[config.mk]
export PLATFORM = sky130hd
export DESIGN_NAME = tocu_top
export DESIGN_NICKNAME = d
export VERILOG_FILES = /design/src/rtl/tocu_pkg.sv /design/src/rtl/tocu_prescale.sv /design/src/rtl/tocu_top.sv
export SDC_FILE = /design/constraint.sdc
export NUM_CORES = 1
export LEC_CHECK = 0
export BUFFER_PORTS_ARGS = -buffer_cell sky130_fd_sc_hd__buf_2
export CORE_ASPECT_RATIO = 0.9
export CORE_MARGIN = 2
export CORE_UTILIZATION = 60
export CTS_BUF_LIST = sky130_fd_sc_hd__clkbuf_4 sky130_fd_sc_hd__clkbuf_8 sky130_fd_sc_hd__clkbuf_16
export CTS_CLUSTER_SIZE = 40
export DETAILED_ROUTE_END_ITERATION = 12
export GPL_ROUTABILITY_DRIVEN = 0
export PLACE_DENSITY_LB_ADDON = 0.25
export SYNTH_ARGS = -nofsm -noshare
export SYNTH_HDL_FRONTEND = slang
export SYNTH_SLANG_ARGS = --single-unit
[constraint.sdc]
create_clock -name mclk -period 3.3 [get_ports mclk]
set_input_delay 0.66 -clock mclk [delete_from_list [all_inputs] [get_ports mclk]]
set_output_delay 0.66 -clock mclk [all_outputs]
set_load 0.01 [all_outputs]
[src/rtl/tocu_pkg.sv]
/*
 * constants, register map and types for the timer output compare unit.
 * assumes a 32-bit axi4-lite register bus and one 200 mhz clock.
 */
// Behaviour
// compare full counter against each channel
// match sets flag next tick; irq; clear
// channel A value may set counter top
// pwm modes buffer compare, load at top/bottom
// writes hit buffer or active register
// reads return value without holding register
// high byte held; low write loads both
// force strobe acts like match, no flag
// counter write blocks next tick's matches
// software avoids writing counter to top/bottom
// output state kept across mode changes
// output select unbuffered, applies at once
// nonzero select routes state to pin
// reset clears output state to zero
// select zero leaves output state unchanged
// output select never affects capture
// software presets state before pin output
// clear-on-match clears counter at modes 4/12
// mode 0 normal; 5,6,7,14,15 fast pwm
// fixed top masks unused compare bits
// non-pwm select 1/2/3 toggles/clears/sets
// 16-bit value, buffer, flag, enable, strobe
package tocu_pkg;
	localparam int NCH = 2;
	localparam logic [7:0] ADDR_CTRL    = 8'h00;
	localparam logic [7:0] ADDR_COUNTER = 8'h04;
	localparam logic [7:0] ADDR_CAPTURE = 8'h08;
	localparam logic [7:0] ADDR_FLAGS   = 8'h0C;
	localparam logic [7:0] ADDR_FORCE   = 8'h10;
	localparam logic [7:0] ADDR_CMP_BASE = 8'h20;
	localparam logic [7:0] CMP_STRIDE   = 8'h10;
	localparam logic [7:0] OFS_HIGH     = 8'h00;
	localparam logic [7:0] OFS_LOW      = 8'h04;
	localparam logic [7:0] OFS_VALUE    = 8'h08;
	localparam logic [1:0] RESP_OKAY    = 2'h0;
	localparam logic [1:0] RESP_SLVERR  = 2'h2;
	localparam logic [3:0] WGM_NORMAL   = 4'h0;
	localparam logic [3:0] WGM_CTC_A    = 4'h4;
	localparam logic [3:0] WGM_FAST8    = 4'h5;
	localparam logic [3:0] WGM_FAST9    = 4'h6;
	localparam logic [3:0] WGM_FAST10   = 4'h7;
	localparam logic [3:0] WGM_CTC_CAP  = 4'hC;
	localparam logic [3:0] WGM_FAST_CAP = 4'hE;
	localparam logic [3:0] WGM_FAST_A   = 4'hF;
	localparam logic [15:0] TOP_8       = 16'h00FF;
	localparam logic [15:0] TOP_9       = 16'h01FF;
	localparam logic [15:0] TOP_10      = 16'h03FF;
	localparam logic [15:0] TOP_MAX     = 16'hFFFF;
	localparam logic [1:0] COM_OFF      = 2'h0;
	localparam logic [1:0] COM_TOGGLE   = 2'h1;
	localparam logic [1:0] COM_CLEAR    = 2'h2;
	localparam logic [1:0] COM_SET      = 2'h3;
	// control register field positions
	localparam int CTRL_WGM_LSB  = 0;
	localparam int CTRL_CS_LSB   = 4;
	localparam int CTRL_COM_LSB  = 8;
	localparam int CTRL_IEN_LSB  = 12;
	localparam int CTRL_DIR_LSB  = 16;
	localparam int CTRL_PORT_LSB = 20;
	localparam logic [31:0] CTRL_RESET = 32'h0000_0000;
	localparam logic [2:0] PRESC_STOP  = 3'h0;
	typedef struct packed {
		logic [7:0] addr;
		logic [31:0] data;
	} tocu_wr_t;
	typedef struct packed {
		logic [1:0] sel;
		logic       dir;
		logic       port;
	} tocu_pin_cfg_t;
endpackage

[src/rtl/tocu_prescale.sv]
/*
 * timer clock enable divider.
 * assumes select 0 stops the timer clock entirely.
 */
`timescale 1ns/1ps
`default_nettype none
module tocu_prescale (
	input  wire logic       mclk,
	input  wire logic       rst,
	input  wire logic [2:0] sel,
	output logic            tick
);
	import tocu_pkg::*;
	logic [9:0] cnt_q;
	logic [9:0] cnt_d;

	// count held at zero by select 0, else running; one pulse per selected period
	always_comb begin
		cnt_d = cnt_q + 10'h001;
		unique case (sel)
			3'h1: tick = 1'b1;
			3'h2: tick = (cnt_q[2:0] == 3'h7);
			3'h3: tick = (cnt_q[5:0] == 6'h3F);
			3'h4: tick = (cnt_q[7:0] == 8'hFF);
			3'h5: tick = (cnt_q == 10'h3FF);
			default: tick = 1'b0;
		endcase
		if (sel == PRESC_STOP) begin
			cnt_d = 10'h000;
		end
	end

	always_ff @(posedge mclk) begin
		if (rst) begin
			cnt_q <= 10'h000;
		end else begin
			cnt_q <= cnt_d;
		end
	end
endmodule
`default_nettype wire

[src/rtl/tocu_top.sv]
/*
 * output compare unit of a 16-bit timer with a minimal counter.
 * assumes an axi4-lite master and one 200 mhz clock.
 */
`timescale 1ns/1ps
`default_nettype none
module tocu_top (
	input  wire logic                    mclk,
	input  wire logic                    rst,
	input  wire logic [7:0]              s_axi_awaddr,
	input  wire logic                    s_axi_awvalid,
	output logic                         s_axi_awready,
	input  wire logic [31:0]             s_axi_wdata,
	input  wire logic [3:0]              s_axi_wstrb,
	input  wire logic                    s_axi_wvalid,
	output logic                         s_axi_wready,
	output logic [1:0]                   s_axi_bresp,
	output logic                         s_axi_bvalid,
	input  wire logic                    s_axi_bready,
	input  wire logic [7:0]              s_axi_araddr,
	input  wire logic                    s_axi_arvalid,
	output logic                         s_axi_arready,
	output logic [31:0]                  s_axi_rdata,
	output logic [1:0]                   s_axi_rresp,
	output logic                         s_axi_rvalid,
	input  wire logic                    s_axi_rready,
	input  wire logic                    irq_ack_a,
	input  wire logic                    irq_ack_b,
	output logic [tocu_pkg::NCH-1:0]     irq,
	output logic [tocu_pkg::NCH-1:0]     pin_out,
	output logic [tocu_pkg::NCH-1:0]     pin_oe
);
	import tocu_pkg::*;

	// bus holding state
	logic        aw_q, aw_d, w_q, w_d, b_q, b_d, r_q, r_d;
	logic [7:0]  awa_q, awa_d;
	logic [31:0] wd_q, wd_d, rd_q, rd_d;
	logic [1:0]  br_q, br_d, rr_q, rr_d;
	// timer state
	logic [31:0] ctrl_q, ctrl_d;
	logic [15:0] cnt_q, cnt_d, cap_q, cap_d;
	logic [7:0]  temp_q, temp_d;
	logic        block_q, block_d;
	logic        down_q, down_d;
	logic [15:0] ocr_q [NCH], ocr_d [NCH], buf_q [NCH], buf_d [NCH];
	logic [NCH-1:0] flag_q, flag_d, oc_q, oc_d;
	logic [NCH-1:0] match, fire, forced;
	logic        tick;
	logic [3:0]  wgm;
	logic        pwm, fixed_top, cnt_wr;
	logic [15:0] top, fmask;
	logic        at_top, at_bot;
	logic        wr_go;
	tocu_wr_t    wr;
	logic [7:0]  rsel, wsel;
	logic [NCH-1:0] ack;

	assign ack = {irq_ack_b, irq_ack_a};
	assign wgm = ctrl_q[CTRL_WGM_LSB +: 4];

	tocu_prescale u_presc (
		.mclk (mclk),
		.rst  (rst),
		.sel  (ctrl_q[CTRL_CS_LSB +: 3]),
		.tick (tick)
	);

	// mode decode: top, pwm and fixed-top masks
	always_comb begin
		pwm = (wgm != WGM_NORMAL) && (wgm != WGM_CTC_A) && (wgm != WGM_CTC_CAP);
		fixed_top = 1'b0;
		fmask = TOP_MAX;
		top = TOP_MAX;
		unique case (wgm)
			WGM_CTC_A, WGM_FAST_A: top = ocr_q[0];
			WGM_CTC_CAP, WGM_FAST_CAP: top = cap_q;
			WGM_FAST8, 4'h1: begin
				top = TOP_8;
				fmask = TOP_8;
				fixed_top = 1'b1;
			end
			WGM_FAST9, 4'h2: begin
				top = TOP_9;
				fmask = TOP_9;
				fixed_top = 1'b1;
			end
			WGM_FAST10, 4'h3: begin
				top = TOP_10;
				fmask = TOP_10;
				fixed_top = 1'b1;
			end
			4'h8, 4'hA: top = cap_q;
			4'h9, 4'hB: top = ocr_q[0];
			default: top = TOP_MAX;
		endcase
		at_top = (cnt_q == top);
		at_bot = (cnt_q == 16'h0000);
	end

	// bus write/read decode
	always_comb begin
		wr.addr = awa_q;
		wr.data = wd_q;
		wr_go = aw_q && w_q && !b_q;
		wsel = wr.addr - ADDR_CMP_BASE;
		rsel = s_axi_araddr - ADDR_CMP_BASE;
		cnt_wr = wr_go && (wr.addr == ADDR_COUNTER);
	end

	// axi4-lite handshakes; address and data taken in either order
	always_comb begin
		aw_d = aw_q;
		w_d = w_q;
		b_d = b_q;
		r_d = r_q;
		awa_d = awa_q;
		wd_d = wd_q;
		br_d = br_q;
		rr_d = rr_q;
		rd_d = rd_q;
		if (s_axi_awvalid && s_axi_awready) begin
			aw_d = 1'b1;
			awa_d = s_axi_awaddr;
		end
		if (s_axi_wvalid && s_axi_wready) begin
			w_d = 1'b1;
			wd_d = s_axi_wdata;
		end
		if (wr_go) begin
			aw_d = 1'b0;
			w_d = 1'b0;
			b_d = 1'b1;
			br_d = RESP_OKAY;
			if (!(wr.addr inside {ADDR_CTRL, ADDR_COUNTER, ADDR_CAPTURE, ADDR_FLAGS,
					ADDR_FORCE}) && !(wr.addr >= ADDR_CMP_BASE && wsel[7:4] < 4'(NCH)
					&& wsel[3:0] != 4'hC)) begin
				br_d = RESP_SLVERR;
			end
		end
		if (b_q && s_axi_bready) begin
			b_d = 1'b0;
		end
		if (s_axi_arvalid && s_axi_arready) begin
			r_d = 1'b1;
			rr_d = RESP_OKAY;
			rd_d = 32'h0000_0000;
			unique case (s_axi_araddr)
				ADDR_CTRL: rd_d = ctrl_q;
				ADDR_COUNTER: rd_d = {16'h0000, cnt_q};
				ADDR_CAPTURE: rd_d = {16'h0000, cap_q};
				ADDR_FLAGS: rd_d = {{(32-2*NCH){1'b0}}, oc_q, flag_q};
				ADDR_FORCE: rd_d = 32'h0000_0000;
				default: begin
					if (s_axi_araddr >= ADDR_CMP_BASE && rsel[7:4] < 4'(NCH)
							&& rsel[3:0] == OFS_VALUE[3:0]) begin
						// full value read straight, no holding register
						rd_d = {16'h0000, pwm ? buf_q[rsel[4]] : ocr_q[rsel[4]]};
					end else begin
						rr_d = RESP_SLVERR;
					end
				end
			endcase
		end
		if (r_q && s_axi_rready) begin
			r_d = 1'b0;
		end
	end

	assign s_axi_awready = !aw_q && !b_q;
	assign s_axi_wready  = !w_q && !b_q;
	assign s_axi_arready = !r_q;
	assign s_axi_bvalid  = b_q;
	assign s_axi_bresp   = br_q;
	assign s_axi_rvalid  = r_q;
	assign s_axi_rresp   = rr_q;
	assign s_axi_rdata   = rd_q;

	// counter, control, holding register and blocking
	always_comb begin
		ctrl_d = ctrl_q;
		cnt_d = cnt_q;
		cap_d = cap_q;
		temp_d = temp_q;
		down_d = 1'b0;
		block_d = block_q;
		if (tick) begin
			block_d = 1'b0;
			if ((at_top && wgm != WGM_NORMAL) || (wgm == WGM_CTC_A && match[0])) begin
				cnt_d = 16'h0000;
			end else begin
				cnt_d = cnt_q + 16'h0001;
			end
		end
		if (wr_go) begin
			unique case (wr.addr)
				ADDR_CTRL: ctrl_d = wr.data;
				ADDR_COUNTER: begin
					cnt_d = wr.data[15:0];
					block_d = 1'b1;
				end
				ADDR_CAPTURE: cap_d = wr.data[15:0];
				default: begin
					// only a real channel high byte may touch the holding register
					if (wr.addr >= ADDR_CMP_BASE && wsel[7:4] < 4'(NCH)
							&& wsel[3:0] == OFS_HIGH[3:0]) begin
						temp_d = wr.data[7:0];
					end
				end
			endcase
		end
	end

	// per channel compare, buffer, flag and output state
	for (genvar c = 0; c < NCH; c++) begin : g_ch
		logic [1:0] com;
		logic       wlow;
		assign com = ctrl_q[CTRL_COM_LSB + 2*c +: 2];
		assign wlow = wr_go && wr.addr >= ADDR_CMP_BASE && wsel[7:4] == 4'(c)
			&& wsel[3:0] == OFS_LOW[3:0];
		assign match[c] = (cnt_q == ocr_q[c]);
		assign fire[c] = match[c] && tick && !block_q && !cnt_wr;
		assign forced[c] = !pwm && wr_go && wr.addr == ADDR_FORCE && wr.data[c];

		always_comb begin
			ocr_d[c] = ocr_q[c];
			buf_d[c] = buf_q[c];
			if (pwm && tick && (at_top || at_bot)) begin
				ocr_d[c] = buf_q[c];
			end
			if (wlow) begin
				// both bytes land in one cycle
				if (pwm) begin
					buf_d[c] = {temp_q, wr.data[7:0]} & (fixed_top ? fmask : TOP_MAX);
				end else begin
					ocr_d[c] = {temp_q, wr.data[7:0]} & (fixed_top ? fmask : TOP_MAX);
				end
			end
		end

		always_comb begin
			flag_d[c] = flag_q[c];
			if (ack[c] || (wr_go && wr.addr == ADDR_FLAGS && wr.data[c])) begin
				flag_d[c] = 1'b0;
			end
			if (fire[c]) begin
				flag_d[c] = 1'b1; // set wins over clear
			end
		end

		// output state: non-pwm actions, fast pwm set/clear
		always_comb begin
			oc_d[c] = oc_q[c];
			if ((fire[c] || forced[c]) && !pwm) begin
				unique case (com)
					COM_TOGGLE: oc_d[c] = !oc_q[c];
					COM_CLEAR: oc_d[c] = 1'b0;
					COM_SET: oc_d[c] = 1'b1;
					default: oc_d[c] = oc_q[c];
				endcase
			end else if (pwm && tick && com[1]) begin
				if (at_top) begin
					oc_d[c] = !com[0];
				end else if (fire[c]) begin
					oc_d[c] = com[0];
				end
			end
		end

		always_ff @(posedge mclk) begin
			if (rst) begin
				ocr_q[c] <= 16'h0000;
				buf_q[c] <= 16'h0000;
				flag_q[c] <= 1'b0;
				oc_q[c] <= 1'b0;
			end else begin
				ocr_q[c] <= ocr_d[c];
				buf_q[c] <= buf_d[c];
				flag_q[c] <= flag_d[c];
				oc_q[c] <= oc_d[c];
			end
		end

		// pin mux: state overrides port when select nonzero
		assign irq[c] = flag_q[c] && ctrl_q[CTRL_IEN_LSB + c];
		assign pin_oe[c] = ctrl_q[CTRL_DIR_LSB + c];
		assign pin_out[c] = (com != COM_OFF) ? oc_q[c] : ctrl_q[CTRL_PORT_LSB + c];
	end

	always_ff @(posedge mclk) begin
		if (rst) begin
			aw_q <= 1'b0;
			w_q <= 1'b0;
			b_q <= 1'b0;
			r_q <= 1'b0;
			awa_q <= 8'h00;
			wd_q <= 32'h0000_0000;
			rd_q <= 32'h0000_0000;
			br_q <= RESP_OKAY;
			rr_q <= RESP_OKAY;
			ctrl_q <= CTRL_RESET;
			cnt_q <= 16'h0000;
			cap_q <= 16'h0000;
			temp_q <= 8'h00;
			block_q <= 1'b0;
			down_q <= 1'b0;
		end else begin
			aw_q <= aw_d;
			w_q <= w_d;
			b_q <= b_d;
			r_q <= r_d;
			awa_q <= awa_d;
			wd_q <= wd_d;
			rd_q <= rd_d;
			br_q <= br_d;
			rr_q <= rr_d;
			ctrl_q <= ctrl_d;
			cnt_q <= cnt_d;
			cap_q <= cap_d;
			temp_q <= temp_d;
			block_q <= block_d;
			down_q <= down_d;
		end
	end
endmodule
`default_nettype wire

==> results.toml <==
[clock_network]
numClockSinks = 229
cts_hold_buf = 0
root_buffer = "clkbuf_16"
clock_path_buffers = 3
cts_tree = "built"
cts_setup_buffers = 0
htreeDepth = 1
clk_pin_slew_worst_paths_ps = 60
cts_resized = 0
cts_buffers = 25
clk_latency_ps = 520

[sta]
fin_tns_setup_ps = 0
max_freq_mhz = 321.4
maxSlewHeadroom = 0.2426
drv_slew = 0
grt_setup_unrepaired = "no"
setup_violations = 0
period_minus_slack_ps = 3111
worstMarginPinSlew_ps = 1131
hold_viol = 0
fin_skew_ps = 10.09
fin_crit_sh = 0.9428

[place]
place_area_sq_mm = 0.01238
placedCellCount = 1733
place_hpwl_um = 24180
portBuffers = 101

[pwr]
leakagePower_nw = 4.897
p_int_mw = 4.670
p_clk_frac = 0.462
vdd_drop_max_uv = 380.5
p_seq_frac = 0.470
power.share.switching = 0.2431
combPwrFrac = 0.068
p_per_area_mw_per_mm2 = 466.5
p_sw_mw = 1.499

[route]
ant_nets = 0
dr.pass1.iters = 6
wl_per_cell_um = 19.97
drt-total-wl_um = 35500
vias = 11260
drc = 0
drt_iter0_markers = 1225
routed_via_density = 6.334

[final_layout]
nets = 1579
post-route-util = 0.6902
instances_no_fill = 1778
syn2layout_area_growth_pct = 12.59
postLayoutCellArea_sq_mm = 0.01322
drive_above_1_share = 0.1688
fillers = 1544
antenna_cells = 0

[critical_path]
arrival_ps = 3500
path_class = "flop to flop"
critPathMaxFanout = 21
end_kind = "flop"
start_kind = "flop"
worstPathRequired_ps = 3690

[global_route]
grt_pass1_wl_um = 53860
antenna_found_initial = 0
grtUsageTotal = 0.3333
grt_pass1_vias = 9922
gr-total-overflow = 0
grt_max_degree = 71

[synth]
syn-instance-count = 1471
synth_edf_count = 0
yosys_warnings = 0
synth_ff_type = "dfxtp_1"
synth-seq-area-share = 0.3904
synthesis.area_sq_mm = 0.01174
postSynth.asyncResetShare = 0
synth_area_per_cell_sq_um = 7.984
ys_seq_elements = 229
ys_types = 76

[floorplanning]
chipHeight_um = 136.7
rows = 48
start_util = 0.6130
io_pins = 108
die_area_sq_mm = 0.02071
core_area_sq_mm = 0.01916
die_w_um = 151.5

[outcome]
status = "completed"

[job]
maxCapViolCount = 0

[min_path]
hp-class = "primary input to flop"
## final timing paths
kind                                 startpoint               to  slack, ps  depth (start not counted)
worst max-delay path                  ctrl_q[3]         cnt_q[1]        190                         10
worst min-delay path               s_axi_rready     s_axi_rvalid        320                          2
worst max register to register        ctrl_q[3]         cnt_q[1]        190                         10
worst min register to register  s_axi_rdata[21]  s_axi_rdata[21]        450                          2
## cell families after synthesis
family / after synthesis / synth area share
buffers and inverters: 161 / 0.06105
adders and majority gates: 8 / 0.008524
other: 1 / 0.0003193
muxes: 33 / 0.04571
DFF: 229 / 0.3904
and+or+nand+nor: 624 / 0.2492
AOI/OAI and AO/OA: 361 / 0.2046
xor gates and xnor gates: 54 / 0.04027
## synthesized netlist by cell type, drive strengths merged, types with 2 or more instances
cell	number	area [sq um]
a2111oi	2	23.77
o21ai	41	254.0
mux2	5	56.30
nor3b	4	35.03
a21o	16	120.1
nor2b	9	56.30
a22oi	4	30.03
dfxtp	229	4584
or3	7	43.79
o22ai	2	12.51
and3	7	43.79
xnor2	23	201.4
o21a	15	112.6
buf	34	240.2
nor3	47	275.3
a221oi	20	175.2
nand2b	10	62.56
a221o	13	130.1
and4	9	78.83
o2bb2ai	4	35.03
a21boi	4	33.78
nand3b	6	45.04
o311a	3	30.03
and2	7	43.79
nand4	7	50.05
a31o	7	61.31
clkbuf	96	360.4
xor2	31	271.5
a31oi	12	81.33
nand2	287	1077
nand3	35	175.2
a21oi	155	775.7
o221ai	2	17.52
mux2i	12	120.1
ha	8	100.1
inv	31	116.4
mux4	16	360.4
nor4b	2	23.77
o211a	11	110.1
o21bai	16	120.1
nor4	45	365.3
a311oi	8	70.07
o31ai	6	45.04
nor2	138	518.0
a211oi	12	90.09
## routing by layer
layer,vias up,track usage,wire [um]
li1,5222,-,-
met1,5287,0.4674,14390
met2,629,0.5103,15650
met3,124,0.05367,3785
met4,0,0.1407,1677
met5,-,0,0
## worst max-delay path, cell delays in order (launching register included)
cell and delay, ps:
dfxtp_1 720, buf_12 240, inv_2 110, o31ai_1 250, a221oi_1 180, nor2_1 140, nor4b_2 530, nand4_2 240
o21ai_4 170, buf_4 300, o21ai_1 110
## power groups by stage
stage          registers (mW)  clock network (mW)  logic [mW]
4_1_cts                  2.90                2.86       0.414
5_1_grt                  2.90                2.98       0.455
2_1_floorplan            2.92                   0       0.286
3_5_place_dp             2.96                   0       0.412
6_report                 2.90                2.85       0.418
3_3_place_gp             2.96                   0       0.404
## state kept, by name, summed over array words and instances (netlist names)
register	flops
u_presc.cnt_q	10
aw_q	1
s_axi_rvalid	1
block_q	1
flag_q	2
temp_q	8
cap_q	16
buf_q	32
w_q	1
ocr_q	32
s_axi_bresp	1
wd_q	32
s_axi_bvalid	1
ctrl_q	32
awa_q	8
s_axi_rdata	32
s_axi_rresp	1
cnt_q	16
oc_q	2
## layout make-up
cell class,count,area (sq um),area share
multi-input cells,1082,6476,0.4898
flip-flops and latches,229,4584,0.3467
repair buffers,141,887.1,0.06709
clock buffers,32,715.7,0.05413
well taps,250,312.8,0.02366
clock inverters,13,130.1,0.009841
inverters,31,116.4,0.008800
## placed cells by master, fill, tap and decap left out, types with 9 or more instances in the layout
cell,Yosys,layout
a21o_1,16,16
xnor2_1,23,23
nor3_1,39,39
o21ai_0,22,22
buf_4,13,34
inv_1,30,30
dfxtp_1,229,229
nand2_1,287,286
xor2_1,31,31
a31oi_1,11,11
nand2b_1,10,10
buf_2,9,100
mux4_2,16,16
nor4_2,11,12
and4_1,9,9
o21bai_1,16,16
clkbuf_16,0,25
o21a_1,15,15
nor2_1,138,136
a221oi_1,20,20
o211a_1,11,11
nor4_1,33,32
a21oi_1,155,155
mux2i_1,12,12
a211oi_1,12,12
a221o_1,13,13
o21ai_2,10,10
nand3_1,35,35
## stage by stage
step | setup WS, ps | hold WS (ps) | power (mW)
detailed placement | 306.9 | 441.6 | 3.370
floorplan | 889.3 | 417.5 | 3.207
finish | 188.9 | 323.6 | 6.169
global route | 40.42 | 335.8 | 6.339
CTS | 304.3 | 314.5 | 6.172
global placement | 322.2 | 431.9 | 3.360
(Power assumes the default switching activity.)
